===== src/rtl/oag_defs.svh =====
// Constants for the operand address generator
`ifndef OAG_DEFS_SVH
`define OAG_DEFS_SVH
// Opcode upper nibble values selecting the operand mode
`define MODE_FULL_ADDR     4'hC
`define MODE_PTR_NO_OFS    4'hF
`define MODE_PTR_BYTE_OFS  4'hE
`define MODE_PTR_NO_OFS_RMW  4'h7
`define MODE_PTR_BYTE_OFS_RMW 4'h6
// Instruction lengths in bytes
`define LEN_FULL_ADDR      3'h3
`define LEN_PTR_NO_OFS     3'h1
`define LEN_PTR_BYTE_OFS   3'h2
// Reset values
`define ADDR_RESET         16'h0000
`define PC_RESET           16'h0000
`define BYTE_ZERO          8'h00
`define OP_RESET           4'h0
// Zero bits above the carry of a byte-offset address
`define CARRY_PAD          7'h00
`endif


===== src/rtl/oag_pkg.sv =====
// Types shared by the operand address generator files
package oag_pkg;
  typedef enum logic [1:0] {
    full_address_mode,
    pointer_no_offset_mode,
    pointer_byte_offset_mode,
    unsupported_mode
  } operand_mode_e;
  typedef enum {
    st_idle,
    st_fetch1,
    st_fetch2
  } fetch_state_e;
endpackage


===== src/rtl/mode_decode.sv =====
// Opcode to operand mode decoder
`timescale 1ns/10ps
`include "oag_defs.svh"
module mode_decode
  import oag_pkg::*;
(
  input  wire logic [7:0]    opcode,
  output operand_mode_e      mode,
  output logic [3:0]         operation,
  output logic [2:0]         length
);
  // Upper nibble picks the mode, lower nibble the operation
  always_comb begin
    operation = opcode[3:0];
    case (opcode[7:4])
      `MODE_FULL_ADDR: begin
        mode   = full_address_mode;
        length = `LEN_FULL_ADDR;
      end
      `MODE_PTR_NO_OFS, `MODE_PTR_NO_OFS_RMW: begin
        mode   = pointer_no_offset_mode;
        length = `LEN_PTR_NO_OFS;
      end
      `MODE_PTR_BYTE_OFS, `MODE_PTR_BYTE_OFS_RMW: begin
        mode   = pointer_byte_offset_mode;
        length = `LEN_PTR_BYTE_OFS;
      end
      default: begin
        mode   = unsupported_mode;
        length = `LEN_PTR_NO_OFS;
      end
    endcase
  end
endmodule


===== src/rtl/operand_address_generator.sv =====
// Effective operand address generation for three addressing modes
//
// Function
// - Full-address mode: byte at PC+1 is high half, PC+2 low half.
// - Full-address instruction is three bytes, reaches all memory, PC advances three.
// - Pointer no-offset: low half is pointer, high half forced zero.
// - Pointer no-offset operands stay within the lowest 256 locations.
// - Pointer no-offset instruction is one byte; PC advances one.
// - Byte-offset mode adds pointer and next byte; PC advances two.
// - Byte-offset: low half is 8-bit sum, high half only the carry.
`timescale 1ns/10ps
`include "oag_defs.svh"
module operand_address_generator
  import oag_pkg::*;
(
  input  wire logic        clock,
  input  wire logic        rst,
  input  wire logic        start,
  input  wire logic [7:0]  code_byte,
  input  wire logic [7:0]  pointer,
  output logic             busy_q,
  output logic             done_q,
  output logic             bad_mode_q,
  output logic [7:0]       addr_high_q,
  output logic [7:0]       addr_low_q,
  output logic [3:0]       operation_q,
  output logic [1:0]       mode_q,
  output logic [15:0]      pc_q
);
  // ==========================================================
  // Constants
  // ==========================================================
  // Reset image of the address bus, split into its halves
  localparam logic [15:0] ADDR_INIT = `ADDR_RESET;
  localparam logic [7:0]  HIGH_INIT = ADDR_INIT[15:8];
  localparam logic [7:0]  LOW_INIT  = ADDR_INIT[7:0];
  // Operation field after reset
  localparam logic [3:0]  OP_INIT   = `OP_RESET;
  // Zero bits above the carry in a byte-offset address
  localparam logic [6:0]  CARRY_PAD = `CARRY_PAD;

  // A zero length would leave the program counter on the opcode
  if (`LEN_FULL_ADDR == 3'h0 || `LEN_PTR_NO_OFS == 3'h0 ||
      `LEN_PTR_BYTE_OFS == 3'h0) begin : g_len_check
    $error("instruction length of zero");
  end

  // ==========================================================
  // Decode
  // ==========================================================
  operand_mode_e dec_mode;
  logic [3:0]    dec_op;
  logic [2:0]    dec_len;
  mode_decode u_dec (
    .opcode    (code_byte),
    .mode      (dec_mode),
    .operation (dec_op),
    .length    (dec_len)
  );

  // ==========================================================
  // Sequencer
  // ==========================================================
  // Fetch progress and what the opcode asked for
  fetch_state_e  state_q, state_d;
  operand_mode_e cur_mode_q, cur_mode_d;
  logic [7:0]    first_q, first_d;
  logic          busy_d;
  logic          done_d;
  logic          bad_d;
  logic          accept;
  logic          finish_ofs;
  logic          finish_full;

  // Only an idle start is taken; starts during a fetch are dropped
  assign accept = start && (state_q == st_idle);

  // Byte-offset address completes on the first operand byte
  assign finish_ofs  = (state_q == st_fetch1) &&
                       (cur_mode_q == pointer_byte_offset_mode);
  // Full address completes on the second operand byte
  assign finish_full = (state_q == st_fetch2);

  // Opcode at PC, then PC+1 and PC+2 one a cycle; pointer held throughout
  always_comb begin
    state_d    = state_q;
    cur_mode_d = cur_mode_q;
    first_d    = first_q;
    busy_d     = busy_q;
    done_d     = 1'h0;
    bad_d      = bad_mode_q;
    case (state_q)
      st_idle: begin
        if (accept) begin
          cur_mode_d = dec_mode;
          bad_d      = 1'h0;
          case (dec_mode)
            pointer_no_offset_mode: begin
              done_d = 1'h1;
            end
            unsupported_mode: begin
              bad_d  = 1'h1; // Not ours: flag and skip one byte
              done_d = 1'h1;
            end
            default: begin
              busy_d  = 1'h1;
              state_d = st_fetch1;
            end
          endcase
        end
      end
      st_fetch1: begin
        if (finish_ofs) begin
          done_d  = 1'h1;
          busy_d  = 1'h0;
          state_d = st_idle;
        end else begin
          first_d = code_byte;
          state_d = st_fetch2;
        end
      end
      st_fetch2: begin
        done_d  = 1'h1;
        busy_d  = 1'h0;
        state_d = st_idle;
      end
      default: begin
        state_d = st_idle;
        busy_d  = 1'h0;
      end
    endcase
  end

  // Sequencer registers
  always_ff @(posedge clock) begin
    if (rst) begin
      state_q    <= st_idle;
      cur_mode_q <= full_address_mode;
      first_q    <= `BYTE_ZERO;
      busy_q     <= 1'h0;
      done_q     <= 1'h0;
      bad_mode_q <= 1'h0;
    end else begin
      state_q    <= state_d;
      cur_mode_q <= cur_mode_d;
      first_q    <= first_d;
      busy_q     <= busy_d;
      done_q     <= done_d;
      bad_mode_q <= bad_d;
    end
  end

  // ==========================================================
  // Effective operand address
  // ==========================================================
  // Next address halves and the offset sum
  logic [7:0] hi_d;
  logic [7:0] lo_d;
  logic [8:0] ofs_sum;

  // Nine-bit sum keeps the carry for the high half
  assign ofs_sum = {1'h0, pointer} + {1'h0, code_byte};

  // Halves load together so the bus never shows a half update
  always_comb begin
    hi_d = addr_high_q;
    lo_d = addr_low_q;
    if (accept && dec_mode == pointer_no_offset_mode) begin
      hi_d = `BYTE_ZERO;
      lo_d = pointer;
    end else if (finish_ofs) begin
      hi_d = {CARRY_PAD, ofs_sum[8]};
      lo_d = ofs_sum[7:0];
    end else if (finish_full) begin
      hi_d = first_q;
      lo_d = code_byte;
    end
  end

  // Address registers; unsupported opcodes leave them alone
  always_ff @(posedge clock) begin
    if (rst) begin
      addr_high_q <= HIGH_INIT;
      addr_low_q  <= LOW_INIT;
    end else begin
      addr_high_q <= hi_d;
      addr_low_q  <= lo_d;
    end
  end

  // ==========================================================
  // Program counter and operation
  // ==========================================================
  // Next program counter and operation field
  logic [15:0] pc_d;
  logic [3:0]  op_d;

  // Advanced at acceptance, not at the end of the fetch
  always_comb begin
    pc_d = pc_q;
    op_d = operation_q;
    if (accept) begin
      pc_d = pc_q + 16'(dec_len);
      op_d = dec_op;
    end
  end

  // Program counter registers
  always_ff @(posedge clock) begin
    if (rst) begin
      pc_q        <= `PC_RESET;
      operation_q <= OP_INIT;
    end else begin
      pc_q        <= pc_d;
      operation_q <= op_d;
    end
  end

  // Mode of the last accepted opcode, for the execute stage
  assign mode_q = cur_mode_q;
endmodule


===== config.mk =====
export PLATFORM = sky130hd
export DESIGN_NAME = operand_address_generator
export DESIGN_NICKNAME = d
export VERILOG_FILES = /design/src/rtl/oag_pkg.sv /design/src/rtl/mode_decode.sv /design/src/rtl/operand_address_generator.sv
export VERILOG_INCLUDE_DIRS = /design/src /design/src/rtl
export SDC_FILE = /design/constraint.sdc
export NUM_CORES = 1
export LEC_CHECK = 0
export BUFFER_PORTS_ARGS = -buffer_cell sky130_fd_sc_hd__buf_2
export CAP_MARGIN = 15
export CORE_MARGIN = 4
export CORE_UTILIZATION = 29
export CTS_CLUSTER_DIAMETER = 80
export DETAILED_ROUTE_END_ITERATION = 12
export PLACE_DENSITY = 0.51
export SLEW_MARGIN = 20
export SYNTH_ARGS = -nofsm -noshare
export SYNTH_HDL_FRONTEND = slang
export SYNTH_HIERARCHICAL = 1
export SYNTH_SLANG_ARGS = --single-unit
export TNS_END_PERCENT = 20

===== constraint.sdc =====
create_clock -name clock -period 2 [get_ports clock]
set_input_delay 0.4 -clock clock [delete_from_list [all_inputs] [get_ports clock]]
set_output_delay 0.4 -clock clock [all_outputs]
set_load 0.01 [all_outputs]

Yosys cells after proc, flatten, opt, wreduce, memory -nomap -nowiden
Cells that the tools add are included.

Flip-flop bits (word level): 81. Latch bits: 0. Memory bits (writable): 0. Memory bits (read-only): 0. Bits of input ports: 19. Output and inout bits: 41. Word-level logic and storage cells: 65. Memories: 0.

Add/sub/neg operators: 2. $mul: 0. Div/mod/pow operators: 0. $lt $le $gt $ge: 0. Equality and inequality tests: 15. Shift operators: 0. Muxes and demuxes: 20. Bitwise operators: 1. Reductions and logical operators: 16.

Operator list (count): == test 32 x 2 -> 1 bit, second input constant (2); logical NOT 32 bit (2); 2-to-1 mux 32 bit (2); case mux 32 bit (2 select lines) (1); == test 32 x 1 -> 1 bit, second input constant (1); == test 32 x 3 -> 1 bit, second input constant (1); 2-to-1 mux 8 bit (3); adder 16 x 3 -> 16 bit (1); == test 4 bit, second input constant (3); adder 8 x 8 -> 9 bit (1); 2-to-1 mux 1 bit (9); == test 4 x 3 -> 1 bit, second input constant (2); OR reduction 2 bit (4); inequality test 2 bit, second input constant (3); case mux 2 bit (3 select lines) (1); AND reduction 2 bit (3); == test 2 bit, second input constant (2); case mux 2 bit (2 select lines) (1); logical AND 1 bit (3); case mux 1 bit (3 select lines) (1); AND reduction 3 bit (1); nonzero test 3 bit (1); OR reduction 3 bit (1); == test 2 x 1 -> 1 bit, second input constant (1); other kinds (4) (4).

Depth between registers and ports, before layout
Depth in word-level cells: 8. Gate-level depth with buffers: 8. Gate-level depth less buffers: 8.

Hierarchy
The synthesis kept the hierarchy.

By module, submodules not included: operand_address_generator (instances 1, cells an instance 277, area an instance 2446.1 um^2, sequential area each 1021.0 um^2); mode_decode (instances 1, cells an instance 13, area an instance 82.6 um^2, sequential area each 0.0 um^2).

Worst setup path after synthesis
No wires, ideal clock.

Kind: input-to-reg. Start point: input port code_byte[4]. End point: register pc_q[14]. Library setup time: 0.128 ns. Arrival: 1.829 ns. Required time: 1.872 ns. Setup slack: 0.043 ns. Cell stages on the path: 8. Path buffers: 0. Path through: and2b_2 > nand2_1 > ha_1 > fa_1 > a21o_1 > and4_1 > xnor2_1 > nor2_1.

Word-level cells in the longest chain between the ends: 4. Elaborated cells on any way between the ends: 6. Classes of those cells: 1 x add/sub; 3 x eq/ne; 1 x mux; 1 x reduce/logical.

RTL lines: start: declaration (line operand_address_generator.sv:19) `input wire logic [7:0] code_byte,`; == test 4 bit / == test 4 x 3 -> 1 bit (equally long branches) (line mode_decode.sv:15) `case (opcode[7:4])`; OR reduction 2 bit (line mode_decode.sv:15); case mux 2 bit (2 select lines) * (line mode_decode.sv:15); net dec_len[0] (line operand_address_generator.sv:53) `logic [2:0] dec_len;`; adder 16 x 3 -> 16 bit * (line operand_address_generator.sv:203) `pc_d = pc_q + 16'(dec_len);`; end signal: assignment (line operand_address_generator.sv:211) `` pc_q <= `PC_RESET; ``; end signal: assignment (line operand_address_generator.sv:214) `pc_q <= pc_d;`; end: declaration (line operand_address_generator.sv:28) `output logic [15:0] pc_q`.

The timed path passes the listed nets; every way through them passes the cells marked *. A chain may end at the register's enable or synchronous reset.

Final worst setup path
Ends and elaborated chain as after synthesis.

==> flow_summary_export.csv <==
group,metric,value,unit
clock_tree,hold_buffers,0,
power,fin_total_pwr,2.15,mW
sta,setup_slack,0.105,ns
sta,final_report_setup_violation_count,0,
place,gp_congestion,0.798,
run,max-cap-violations,0,
place,post_dp_cell_area,3040,um2
global_route,grt_remaining_overflow,0,
global_route,first_global_vias,2292,
power,p_sw_share,25.9,%
synthesis,yosysWarnings,6,
synthesis,sequential_element_share_of_the_synthesized_area,40.4,%
place,buffer_ports.inserted,59,
detailed_routing,drt_first_iter_violations,125,
sta,fin_crit,1.89,ns
final_layout,final_design_area_no_fill,3160,um2
synthesis,flops_latches_synth,51,
synthesis,synth_top_cell_area_share,40.4,%
synthesis,synth_nets,322,
clock_tree,cts_root_buf,"clkbuf_8",
sta,grt_setup_unrepaired,"false",
clock_tree,tritoncts,"yes",
clock_tree,cts.repair_timing.setup_buffer_count,0,
sta,final-hold-violation-count,0,
global_route,grtUsageTotal,14.1,%
floorplan,fp-row-count,33,
place,place_worst_setup_slack,-0.193,ns
final_layout,instances_no_fill,468,
clock_tree,clkTransAtPathRegs,0.10,ns
clock_tree,clock_path_buffers,2,
power,internal_power,1.60,mW
setup_path,worst-r2r-setup-slack,0.26,ns
final_layout,mostFrequentLayoutCell,"buf_2",
detailed_routing,detail_route.drc_violations,0,
synthesis,post_synthesis_async_set_or_reset_flop_share,0,%
power,part_of_the_total_power_dissipated_in_the_clock_network,35.3,%
power,p_switching,0.558,mW
synthesis,cell_types_with_the_largest_area_share_after_synthesis,"dfxtp_1 (40%), nand2_1 (6.5%), ha_1 (5.4%)",
sta,worst_slew_pin_slew,0.502,ns
setup_path,critical_path_arrival,2.09,ns
detailed_routing,drt_pre_antenna_iters,4,
setup_path,worst_ep_required_time,2.19,ns
global_route,global_route_wire_length_before_repair,11.5,mm
final_layout,final_nets,394,
setup_path,critPathLaunchType,"primary input",
setup_path,worst-setup-path-type,"primary input to register",
clock_tree,htreeDepth,2,
floorplan,floorplan.initialDensity,30.3,%
power,total_leakage_power,1.39,nW
sta,final.setup_skew,0.0102,ns
synthesis,post_synth_inst_count,290,
final_layout,fraction_of_final_layout_cells_sized_beyond_drive_strength_1,26.2,%
power,pwr-share-comb,15.2,%
final_layout,filler_cell_count,889,
sta,final_number_of_max_transition_violations,0,
synthesis,ys_types,52,
floorplan,die_y,101,um
floorplan,dieArea,10300,um2
place,dp.cells,460,
final_layout,diodes,0,
synthesis,syn_avg_cell_area,8.72,um2
detailed_routing,route.vias.total,2292,
synthesis,synth-edff-count,0,
floorplan,placeableCoreArea,8340,um2
synthesis,synth_area,2530,um2
power,power.sequential.fraction,49.5,%
floorplan,ios,60,
detailed_routing,vias_per_cell,4.90,
setup_path,max_fo_critical_path,4,
clock_tree,cts-buffers-inserted,5,
place,dp_hpwl,5.29,mm
clock_tree,cts.sink_count,51,
setup_path,worst_setup_path_end_kind,"register",
synthesis,most_frequently_used_flop_master_after_synthesis,"dfxtp_1",
synthesis,post-synth-top-area-cell,"dfxtp_1",
outcome,status,"finished clean",
final_layout,multi_input_area,1380,um2
sta,relSlewSlack,66.5,%
floorplan,chipWidth,101,um
final_layout,most_frequent_cells_in_the_layout,"buf_2 (59), dfxtp_1 (51), nand2_1 (44), a21oi_1 (26), buf_4 (26)",
detailed_routing,route.detailed.wl_per_inst,14.5,um
power,peakVddDrop,401,uV
global_route,grt_antenna_before_repair,0,
clock_tree,clk_latency,0.31,ns
power,power.density,682,nW/um2
global_route,grt_start_max_net_pins,32,
sta,clock.fmax,528,MHz
final_layout,synthToLayoutAreaGrowth,24.9,%
final_layout,final-seq-area,1020,um2
sta,min_period_over_period,94.7,%
clock_tree,cts_resized,0,
detailed_routing,route.antenna.remaining_nets,0,
sta,tns,0,ns
detailed_routing,route.final.wire_length,6.80,mm
hold_path,hold_class,"primary input to register",
registers in the layout, summed over array words and instances (netlist names):
| signal | flops |
|---|---|
| mode_q | 2 |
| done_q | 1 |
| busy_q | 1 |
| first_q | 8 |
| addr_high_q | 8 |
| state_q | 2 |
| bad_mode_q | 1 |
| operation_q | 4 |
| addr_low_q | 8 |
| pc_q | 16 |
per-stage QoR:
stage          hold slack, ns  utilization (%)
2_1_floorplan           0.431                -
3_3_place_gp            0.442             36.5
3_5_place_dp            0.444             36.5
4_1_cts                 0.389             37.9
5_1_grt                 0.415             37.9
6_report                0.397             37.9
cells by family after synthesis:
family                     after synthesis  synth area share, %
AOI/OAI and AO/OA                       66                 16.8
xor gates and xnor gates                17                 5.89
adders and majority gates               13                 7.03
buffers and inverters                   25                 5.05
DFF                                     51                 40.4
muxes                                    8                 3.17
other                                    1                0.148
and+or+nand+nor                        109                 21.5
critical path, stage by stage:
cell	delay, ns
buf_2	0.11
and2b_2	0.24
nand2_1	0.07
ha_1	0.21
fa_1	0.41
a21o_1	0.24
and4_1	0.23
xnor2_1	0.13
nor2_1	0.05
cells in the mapped netlist (all sizes together) (2+ instances only):
master	n
xnor2	4
ha	11
and3	4
fa	2
o211ai	2
a211oi	3
o21a	2
o21ai	7
clkbuf	10
a221oi	8
mux2i	8
or3	3
inv	5
dfxtp	51
and4	3
nand3	7
xor2	13
and2b	2
nor2	24
nor2b	4
buf	10
nand2	44
a31oi	4
nor3	2
nand4	3
a21oi	26
nand2b	2
and2	3
a22oi	2
a21o	4
area by class of cell:
| class | instances | area share (%) |
|---|---|---|
| clock buffers | 6 | 2.61 |
| multi-input cells | 214 | 43.7 |
| flip-flops and latches | 51 | 32.3 |
| clock inverters | 2 | 1.11 |
| inverters | 5 | 0.594 |
| repair buffers | 85 | 15.5 |
| well taps | 105 | 4.16 |
worst paths after layout:
kind	start	endpoint	cells after the start
setup / recovery	code_byte[4]	pc_q[14]$_SDFFE_PP0N_	9
hold / removal	pointer[1]	addr_low_q[1]$_SDFFE_PP0P_	3
setup reg to reg	pc_q[0]$_SDFFE_PP0N_	pc_q[14]$_SDFFE_PP0N_	6
hold reg to reg	addr_high_q[2]$_SDFFE_PP0P_	addr_high_q[2]$_SDFFE_PP0P_	2
power groups by stage:
| stage | clock network [mW] | logic (mW) | registers, mW |
|---|---|---|---|
| 2_1_floorplan | 0 | 0.183 | 1.10 |
| 3_3_place_gp | 0 | 0.327 | 1.09 |
| 3_5_place_dp | 0 | 0.327 | 1.09 |
| 4_1_cts | 0.789 | 0.329 | 1.07 |
| 5_1_grt | 0.825 | 0.369 | 1.07 |
| 6_report | 0.761 | 0.328 | 1.07 |
metal layers:
| metal | share of wire, % | GRT usage, % |
|---|---|---|
| met1 | 49 | 19.2 |
| met4 | 1.0 | 3.99 |
| met3 | 3.9 | 2.20 |
| met5 | 0 | 0 |
| met2 | 46 | 23.0 |
Note: power is estimated with default switching activity, not from simulation.
